## src/core/clpb_pkg.sv

```systemverilog
// Purpose: constants and types of the charger listener parameter bank
// Assumes: 40 MHz system clock, parameter access by 8-bit id
// Notes: parameter ids are local choices
package clpb_pkg;
    // ==========================================================
    // Timing
    localparam int CLK_PERIOD_PS = 25000;
    localparam int THERM_PERIOD_US = 1000;
    localparam int THERM_CYCLES = (THERM_PERIOD_US * 1000000) / CLK_PERIOD_PS;
    // ==========================================================
    // Parameter ids
    localparam logic [7:0] ID_REQ_SEL = 8'h01;
    localparam logic [7:0] ID_DETUNE = 8'h02;
    localparam logic [7:0] ID_CL_EN = 8'h03;
    localparam logic [7:0] ID_FAULT = 8'h04;
    localparam logic [7:0] ID_CHG_STATE = 8'h05;
    localparam logic [7:0] ID_VBAT = 8'h06;
    localparam logic [7:0] ID_VCORE = 8'h07;
    localparam logic [7:0] ID_THERM = 8'h08;
    localparam logic [7:0] ID_OSC = 8'h09;
    localparam logic [7:0] ID_LINK = 8'h0A;
    localparam logic [7:0] ID_THERM_MODE = 8'h0B;
    localparam logic [7:0] ID_RF_FIELD = 8'h0C;
    // ==========================================================
    // Encodings and reset values
    localparam logic [1:0] REQ_BY_CHARGER = 2'h0;
    localparam logic [1:0] REQ_DISABLED = 2'h1;
    localparam logic [1:0] REQ_ALWAYS = 2'h2;
    localparam logic [1:0] RST_REQ_SEL = 2'h0;
    localparam logic RST_DETUNE = 1'h0;
    localparam logic RST_CL_EN = 1'h1;
    localparam logic RST_OSC = 1'h1;
    localparam logic RST_THERM_MODE = 1'h0;
    localparam logic [7:0] FAULT_NONE = 8'h00;
    localparam logic [7:0] FAULT_CHIP_TEMP = 8'h01;
    localparam logic [7:0] FAULT_PROTOCOL = 8'h02;
    localparam logic [7:0] FAULT_NO_BATT = 8'h04;
    localparam logic [7:0] FAULT_BATT_TEMP = 8'h08;
    localparam logic [7:0] FAULT_TRICKLE_TO = 8'h0C;
    localparam logic [7:0] FAULT_CC_TO = 8'h10;
    localparam logic [7:0] FAULT_CV_TO = 8'h14;
    localparam logic [7:0] CHG_DISABLED = 8'h00;
    localparam logic [7:0] CHG_TRICKLE = 8'h01;
    localparam logic [7:0] CHG_CC = 8'h02;
    localparam logic [7:0] CHG_CV = 8'h03;
    localparam logic [7:0] CHG_DONE = 8'h04;
    localparam logic [1:0] LINK_NONE_CODE = 2'h0;
    localparam logic [1:0] LINK_INFO_CODE = 2'h1;
    localparam logic [1:0] LINK_CHG_CODE = 2'h3;
    localparam logic [7:0] READ_ZERO = 8'h00;
    // ==========================================================
    // Types
    typedef enum logic [2:0] {
        LINK_NONE = 3'b001,
        LINK_INFO = 3'b010,
        LINK_CHARGING = 3'b100
    } clpb_link_e;
    typedef struct packed {
        logic wr;
        logic rd;
        logic [7:0] id;
        logic [7:0] data;
    } clpb_req_s;
    typedef struct packed {
        logic valid;
        logic [7:0] code;
    } clpb_adc_s;
endpackage

```

## src/core/clpb_param_bank.sv

```systemverilog
// Purpose: host-visible parameter and status bank of the charger listener
// Assumes: all inputs but the field detector come from logic on clk_sys
// Notes: host accesses are single-cycle strobes, reads answer next cycle
// Function
// - Two-bit select picks request source: charger, disabled, always; default charger.
// - Charger source stops request at full battery; always-select keeps requesting.
// - Written detune bit turns detuning circuitry on at 1, off at 0.
// - Contactless enable at 0 drops every contactless command; at 1 passes them.
// - Fault code 0 none, 1 chip temp, 2 protocol, 4 no battery, 8 battery temp.
// - Trickle, constant-current, constant-voltage timeouts read 0x0C, 0x10, 0x14.
// - Host read of fault code clears it to no error.
// - Charger state byte encodes disabled, trickle, CC, CV, completed as 0..4.
// - Battery voltage byte reports present conversion code, 12.5mV per step plus 2.4V.
// - Core voltage byte uses same encoding and reports current measurement.
// - Voltage byte reads zero whenever converter cannot measure.
// - Oscillator enable bit enables oscillator mode in each power cycle; default on.
// - Link state 00 none, 01 after information record, 11 after first control read.
// - Link state returns to 00 whenever the contactless field disappears.
// - Thermistor refreshed every 1ms with mode 0, once before each cycle with 1.
// - Field off: charger state reads 0, except completed which reads 4.
// - During a power cycle charger state follows internal phase directly.
// - During communication active phases hold last value; disabled 0, completed 4.
// - Field status bit reads 1 while field present, else 0.
`timescale 1ns/100ps
`default_nettype none
module clpb_param_bank
    import clpb_pkg::*;
#(
    parameter int THERM_TICKS = THERM_CYCLES
) (
    input wire logic clk_sys, // System clock
    input wire logic rst_n, // Sync reset, low active
    input wire clpb_req_s hostReq, // Host access strobe
    output logic [7:0] hostRdData_q, // Read answer
    output logic hostRdValid_q, // Read answer strobe
    input wire logic rfFieldPin, // Field detector, async
    input wire logic inPowerCycle, // Power transfer cycle active
    input wire logic inCommPhase, // Contactless communication active
    input wire logic powerCycleStart, // Pulse before each power cycle
    input wire logic [7:0] chargerPhase, // Internal charger phase 0..4
    input wire logic chargerWantsPower, // Charger asks for power
    input wire logic batteryFull, // Battery full
    input wire logic faultEvent, // Fault pulse
    input wire logic [7:0] faultEventCode, // Code of that fault
    input wire clpb_adc_s batteryAdc, // Battery conversion
    input wire clpb_adc_s coreAdc, // Core conversion
    input wire logic [7:0] thermistorRaw, // Live thermistor class
    input wire logic pollerInfoWritten, // Information record written
    input wire logic listenerCtlRead, // Control record read
    input wire logic clCmdValid, // Contactless command in
    output logic clCmdAccept_q, // Command passed on
    output logic powerTransferRequest_q, // Power transfer request
    output logic antennaDetune_q, // Detune circuitry on
    output logic oscModeOn_q // Oscillator mode active
);
    // ==========================================================
    // Field detector synchroniser
    logic fieldMeta_q, fieldSync_q;
    always_ff @(posedge clk_sys) begin
        fieldMeta_q <= rst_n ? rfFieldPin : 1'b0;
        fieldSync_q <= rst_n ? fieldMeta_q : 1'b0;
    end

    // ==========================================================
    // Writable control fields
    logic [1:0] reqSel_q, reqSel_d;
    logic detune_d, clEnable_q, clEnable_d, oscCtrl_q, oscCtrl_d, thermMode_q, thermMode_d;
    always_comb begin
        reqSel_d = reqSel_q;
        detune_d = antennaDetune_q;
        clEnable_d = clEnable_q;
        oscCtrl_d = oscCtrl_q;
        thermMode_d = thermMode_q;
        if (hostReq.wr) begin
            case (hostReq.id)
                ID_REQ_SEL: reqSel_d = hostReq.data[1:0];
                ID_DETUNE: detune_d = hostReq.data[0];
                ID_CL_EN: clEnable_d = hostReq.data[0];
                ID_OSC: oscCtrl_d = hostReq.data[0];
                ID_THERM_MODE: thermMode_d = hostReq.data[0];
                default: ;
            endcase
        end
    end
    always_ff @(posedge clk_sys) begin
        if (!rst_n) begin
            reqSel_q <= RST_REQ_SEL;
            antennaDetune_q <= RST_DETUNE;
            clEnable_q <= RST_CL_EN;
            oscCtrl_q <= RST_OSC;
            thermMode_q <= RST_THERM_MODE;
        end else begin
            reqSel_q <= reqSel_d;
            antennaDetune_q <= detune_d;
            clEnable_q <= clEnable_d;
            oscCtrl_q <= oscCtrl_d;
            thermMode_q <= thermMode_d;
        end
    end

    // ==========================================================
    // Outputs steered by control fields
    logic powerReq_d, clAccept_d, oscOn_d;
    always_comb begin
        case (reqSel_q)
            REQ_BY_CHARGER: powerReq_d = chargerWantsPower && !batteryFull;
            REQ_ALWAYS: powerReq_d = 1'b1;
            default: powerReq_d = 1'b0; // Disabled; reserved treated alike
        endcase
        clAccept_d = clCmdValid && clEnable_q;
        oscOn_d = oscCtrl_q && inPowerCycle;
    end
    always_ff @(posedge clk_sys) begin
        if (!rst_n) begin
            powerTransferRequest_q <= 1'b0;
            clCmdAccept_q <= 1'b0;
            oscModeOn_q <= 1'b0;
        end else begin
            powerTransferRequest_q <= powerReq_d;
            clCmdAccept_q <= clAccept_d;
            oscModeOn_q <= oscOn_d;
        end
    end

    // ==========================================================
    // Fault code, cleared by host read
    logic [7:0] fault_q, fault_d;
    logic faultRead;
    assign faultRead = hostReq.rd && (hostReq.id == ID_FAULT);
    always_comb begin
        fault_d = fault_q;
        if (faultRead) begin
            fault_d = FAULT_NONE;
        end
        // A fault arriving with the read is kept, not lost
        if (faultEvent) begin
            fault_d = faultEventCode;
        end
    end
    always_ff @(posedge clk_sys) begin
        fault_q <= rst_n ? fault_d : FAULT_NONE;
    end

    // ==========================================================
    // Charger state as seen through system state
    logic [7:0] chgState_q, chgState_d;
    always_comb begin
        chgState_d = chgState_q;
        if (chargerPhase == CHG_DONE) begin
            chgState_d = CHG_DONE;
        end else if (!fieldSync_q || chargerPhase == CHG_DISABLED) begin
            chgState_d = CHG_DISABLED;
        end else if (inPowerCycle) begin
            chgState_d = chargerPhase;
        end else if (!inCommPhase) begin
            chgState_d = chargerPhase; // Field up, idle: follow phase
        end
        // During communication active phases hold their value
    end
    always_ff @(posedge clk_sys) begin
        chgState_q <= rst_n ? chgState_d : CHG_DISABLED;
    end

    // ==========================================================
    // Node voltage codes, zero when not measurable
    logic [7:0] vbat_q, vbat_d, vcore_q, vcore_d;
    always_comb begin
        vbat_d = batteryAdc.valid ? batteryAdc.code : READ_ZERO;
        vcore_d = coreAdc.valid ? coreAdc.code : READ_ZERO;
    end
    always_ff @(posedge clk_sys) begin
        vbat_q <= rst_n ? vbat_d : READ_ZERO;
        vcore_q <= rst_n ? vcore_d : READ_ZERO;
    end

    // ==========================================================
    // Thermistor sampling; slow tick trades area for a wide counter
    logic [31:0] thermCnt_q, thermCnt_d;
    logic [7:0] therm_q, therm_d;
    logic thermTick;
    assign thermTick = (thermCnt_q == 32'(THERM_TICKS - 1));
    always_comb begin
        thermCnt_d = thermTick ? 32'h0 : thermCnt_q + 32'h1;
        therm_d = therm_q;
        if (thermMode_q ? powerCycleStart : thermTick) begin
            therm_d = thermistorRaw;
        end
    end
    always_ff @(posedge clk_sys) begin
        thermCnt_q <= rst_n ? thermCnt_d : 32'h0;
        therm_q <= rst_n ? therm_d : READ_ZERO;
    end

    // ==========================================================
    // Poller link state
    clpb_link_e link_q, link_d;
    logic [1:0] linkCode;
    always_comb begin
        link_d = link_q;
        case (link_q)
            LINK_NONE: if (pollerInfoWritten) link_d = LINK_INFO;
            LINK_INFO: if (listenerCtlRead) link_d = LINK_CHARGING;
            LINK_CHARGING: link_d = LINK_CHARGING;
            default: link_d = LINK_NONE;
        endcase
        if (!fieldSync_q) begin
            link_d = LINK_NONE;
        end
        case (link_q)
            LINK_INFO: linkCode = LINK_INFO_CODE;
            LINK_CHARGING: linkCode = LINK_CHG_CODE;
            default: linkCode = LINK_NONE_CODE;
        endcase
    end
    always_ff @(posedge clk_sys) begin
        link_q <= rst_n ? link_d : LINK_NONE;
    end

    // ==========================================================
    // Read path; write-only and unknown ids answer zero
    logic [7:0] rdData_d;
    always_comb begin
        case (hostReq.id)
            ID_FAULT: rdData_d = fault_q;
            ID_CHG_STATE: rdData_d = chgState_q;
            ID_VBAT: rdData_d = vbat_q;
            ID_VCORE: rdData_d = vcore_q;
            ID_THERM: rdData_d = therm_q;
            ID_LINK: rdData_d = {6'h00, linkCode};
            ID_RF_FIELD: rdData_d = {7'h00, fieldSync_q};
            default: rdData_d = READ_ZERO;
        endcase
    end
    always_ff @(posedge clk_sys) begin
        if (!rst_n) begin
            hostRdData_q <= READ_ZERO;
            hostRdValid_q <= 1'b0;
        end else begin
            hostRdData_q <= hostReq.rd ? rdData_d : hostRdData_q;
            hostRdValid_q <= hostReq.rd;
        end
    end
endmodule
`default_nettype wire

```

## config.mk

```make
export PLATFORM = sky130hd
export DESIGN_NAME = clpb_param_bank
export DESIGN_NICKNAME = d
export VERILOG_FILES = /design/src/core/clpb_pkg.sv /design/src/core/clpb_param_bank.sv
export SDC_FILE = /design/constraint.sdc
export NUM_CORES = 1
export LEC_CHECK = 0
export ABC_CLOCK_PERIOD_IN_PS = 3700
export BUFFER_PORTS_ARGS = -buffer_cell sky130_fd_sc_hd__buf_2
export CORE_ASPECT_RATIO = 1.1
export CORE_MARGIN = 2
export CORE_UTILIZATION = 46
export DETAILED_ROUTE_END_ITERATION = 8
export PLACE_DENSITY_LB_ADDON = 0.15
export SYNTH_ARGS = -nofsm -noshare
export SYNTH_HDL_FRONTEND = slang
export SYNTH_SLANG_ARGS = --single-unit
```

## constraint.sdc

```tcl
create_clock -name clk_sys -period 3.7 [get_ports clk_sys]
set_input_delay 0.74 -clock clk_sys [delete_from_list [all_inputs] [get_ports clk_sys]]
set_output_delay 0.74 -clock clk_sys [all_outputs]
set_load 0.02 [all_outputs]
```

==> results.py <==
metrics = {
    "status": {
        "outcome": "finished clean",
    },
    "clock_network": {
        "post_cts_resized": 0,
        "clk_latency_ns": 0.37,
        "cts_buffers": 9,
        "cts.sinks": 95,
        "cts_setup_buffers": 0,
        "cts-hold-fix-buffers": 0,
        "cts_max_path_buffers": 2,
        "htree_levels": 3,
        "clk_pin_slew_ns": 0.11,
        "cts_tree": "built",
        "clock-root-buffer": "clkbuf_8",
    },
    "routing": {
        "route.vias.total": 3272,
        "drc_errors": 0,
        "dr.pass1.iters": 4,
        "wl_per_cell_microns": 14.0,
        "via_per_inst": 5.23,
        "antenna_left": 0,
        "drtIter0Drc": 106,
        "routed_wl_mm": 8.79,
    },
    "setup_path": {
        "rrSetupSlack_ns": 1.66,
        "cp.arrival_ns": 2.46,
        "path_class": "input port to flip-flop",
        "r2r_cells": 5,
        "r2r_start": "thermCnt_q[2]",
        "startpoint": "hostReq[13]",
        "crit_fanout": 8,
        "crit_path_end_kind": "flip-flop",
        "reg2reg_to": "thermCnt_q[11]",
        "worstPathRequired_ns": 3.97,
        "cp-start-kind": "input port",
        "endpoint": "fault_q[6]",
    },
    "global_routing": {
        "grt_remaining_overflow": 0,
        "grt_pass1_wl_mm": 14.6,
        "grt_pass1_vias": 3153,
        "antenna_found_initial": 0,
        "grt_max_degree": 40,
        "grt_usage_pct": 18.7,
    },
    "timing": {
        "fin_crit_sh_pct": 59.4,
        "relSlewSlack_pct": 51.6,
        "hold_ws_ns": 0.430,
        "fmax_mhz": 455,
        "period_needed_ns": 2.20,
        "report.final.hold_viol_count": 0,
        "tightest_slew_ns": 0.712,
        "tns_ns": 0,
        "slew_viol_final": 0,
        "skew_ns": 0.0124,
        "setup_viol": 0,
        "rsz0062_at_grt": "no",
    },
    "power_and_ir_drop": {
        "cellLeakagePower_nw": 1.91,
        "power.density_mw_per_mm2": 385,
        "finalPower_mw": 1.84,
        "ir_drop_v": 0.000162,
    },
    "synthesis": {
        "synth_seq_cells": 95,
        "synthArstFlopShare_pct": 0,
        "avgSynthCellArea_sq_um": 9.41,
        "ys.flop_type": "dfxtp_1",
        "ys_types": 51,
        "synth_nets": 513,
        "seq_area_frac_synth_pct": 45.9,
        "ys_top_cells_by_area": "dfxtp_1 46%, xnor2_1 5.1%, mux4_2 4.4%",
        "yosysWarningCount": 0,
        "yosys.area.top_type": "dfxtp_1",
        "syn_inst": 440,
        "mappedNetlistArea_sq_mm": 0.00414,
        "synth_top_cell_area_share_pct": 45.9,
        "synth_edf_count": 0,
    },
    "layout": {
        "drive_gt1_share_pct": 24.2,
        "antenna_cells": 0,
        "post-route-util_pct": 54.0,
        "multi_input_area_sq_mm": 0.00206,
        "regArea_sq_mm": 0.00190,
        "area_delta_synth_final_pct": 15.0,
        "nets": 580,
        "fillers": 870,
    },
    "place": {
        "io_buffers": 78,
        "dp_hpwl_mm": 6.51,
        "gp_congestion": 0.837,
    },
    "die": {
        "die_y_microns": 104,
        "fp.dieW_microns": 94.5,
        "boundaryPins": 85,
        "core_sq_mm": 0.00883,
        "dieArea_sq_mm": 0.00978,
        "rows": 36,
        "initial_utilization_pct": 46.9,
    },
    "worst_hold_path": {
        "hold_path_class": "flip-flop to flip-flop",
    },
    "run": {
        "drv_cap": 0,
    },
}
==> where the power goes <==
group,switching (mW),total (mW),leakage [nW],internal (mW)
Sequential,0.00870,1.05,0.772,1.04
Combinational,0.0663,0.125,1.05,0.0588
Clock,0.403,0.660,0.0856,0.257
Total,0.478,1.84,1.91,1.36
==> through the flow <==
step / cells / cell area, sq um / setup WS (ns)
after floorplan: 440 / 4140 / 1.44
after global placement: 610 / 4570 / 1.18
final: 626 / 4760 / 1.50
after detailed placement: 610 / 4570 / 1.10
after CTS: 626 / 4760 / 1.51
after global routing: 626 / 4760 / 1.34
==> worst min-delay path by stage <==
stage                     start                endpoint  slack (ns)  cells past startpoint
floorplan           reqSel_q[0]  powerTransferRequest_q        0.40                      1
global placement    reqSel_q[0]  powerTransferRequest_q        0.42                      1
detailed placement  reqSel_q[0]  powerTransferRequest_q        0.42                      1
CTS                 reqSel_q[0]  powerTransferRequest_q        0.43                      1
global route        reqSel_q[0]  powerTransferRequest_q        0.45                      1
finish              reqSel_q[0]  powerTransferRequest_q        0.43                      1
==> layer usage <==
layer	up-vias	track usage (%)	share of wire, %
li1	1657	-	-
met1	1520	23.8	45
met2	82	31.2	49
met3	13	4.22	4.8
met4	0	6.21	1.6
met5	-	0	0
==> placed cells by master, fill, tap and decap left out, drive strengths merged, types with 2 or more instances in the layout <==
cell / n
buf: 80
a21boi: 2
dfxtp: 95
nor3b: 3
nor2: 38
or4: 2
nand2b: 3
mux2i: 14
o22ai: 7
nor3: 11
xor2: 7
and4: 3
a21oi: 11
and3: 24
nand2: 48
and2: 11
nor4: 16
mux4: 8
inv: 20
nand3b: 2
clkbuf: 9
nand3: 20
nor2b: 15
nand4: 4
clkinvlp: 3
o21ai: 3
nor4b: 2
xnor2: 24
a22oi: 16
==> worst max-delay path, stage by stage <==
cell     delay, ns
buf_2         0.10
nor4_2        0.55
and3_1        0.42
a31oi_1       0.33
a22oi_1       0.25
nor2b_1       0.07
==> registers in the layout, summed over array words and instances, names as in the netlist, 2 cells and up <==
register / cells
chgState_q: 8
fault_q: 8
hostRdData_q: 8
link_q: 3
reqSel_q: 2
thermCnt_q: 32
therm_q: 8
vbat_q: 8
vcore_q: 8
==> cell families after synthesis <==
| logic type | share of synthesized area [%] |
|---|---|
| buffers and inverters | 4.32 |
| adder cells (fa/ha/maj) | 0.302 |
| flip-flops | 45.9 |
| AND/OR/NAND/NOR | 27.8 |
| XOR/XNOR | 6.56 |
| multiplexers | 8.10 |
| AO/OA/AOI/OAI | 7.04 |
==> Yosys cell counts, types with 2 or more instances <==
cell	number
xor2_1	7
a21boi_0	2
inv_1	17
o21ai_0	2
o22ai_1	7
and2_1	11
clkbuf_1	16
nand3b_1	2
nand3_2	2
nand2_1	47
nor4b_1	2
nor2b_1	15
and3_1	24
nor3_1	10
nor2_2	3
nor2_1	35
nand3_1	18
mux4_2	8
nor4_2	6
nor3b_1	3
nand4_1	3
a22oi_1	16
mux2i_1	13
and4_1	3
a21oi_1	11
xnor2_1	24
buf_1	5
nand2b_1	3
dfxtp_1	95
nor4_1	9
==> layout make-up <==
type | instances | area share [%]
Clock inverter | 7 | 1.37
Sequential cell | 95 | 39.9
Inverter | 17 | 1.34
Timing Repair Buffer | 80 | 8.51
Multi-Input combinational cell | 304 | 43.3
Clock buffer | 9 | 2.60
Tap cell | 114 | 2.99
No activity file was read; power rests on OpenSTA's default activity.
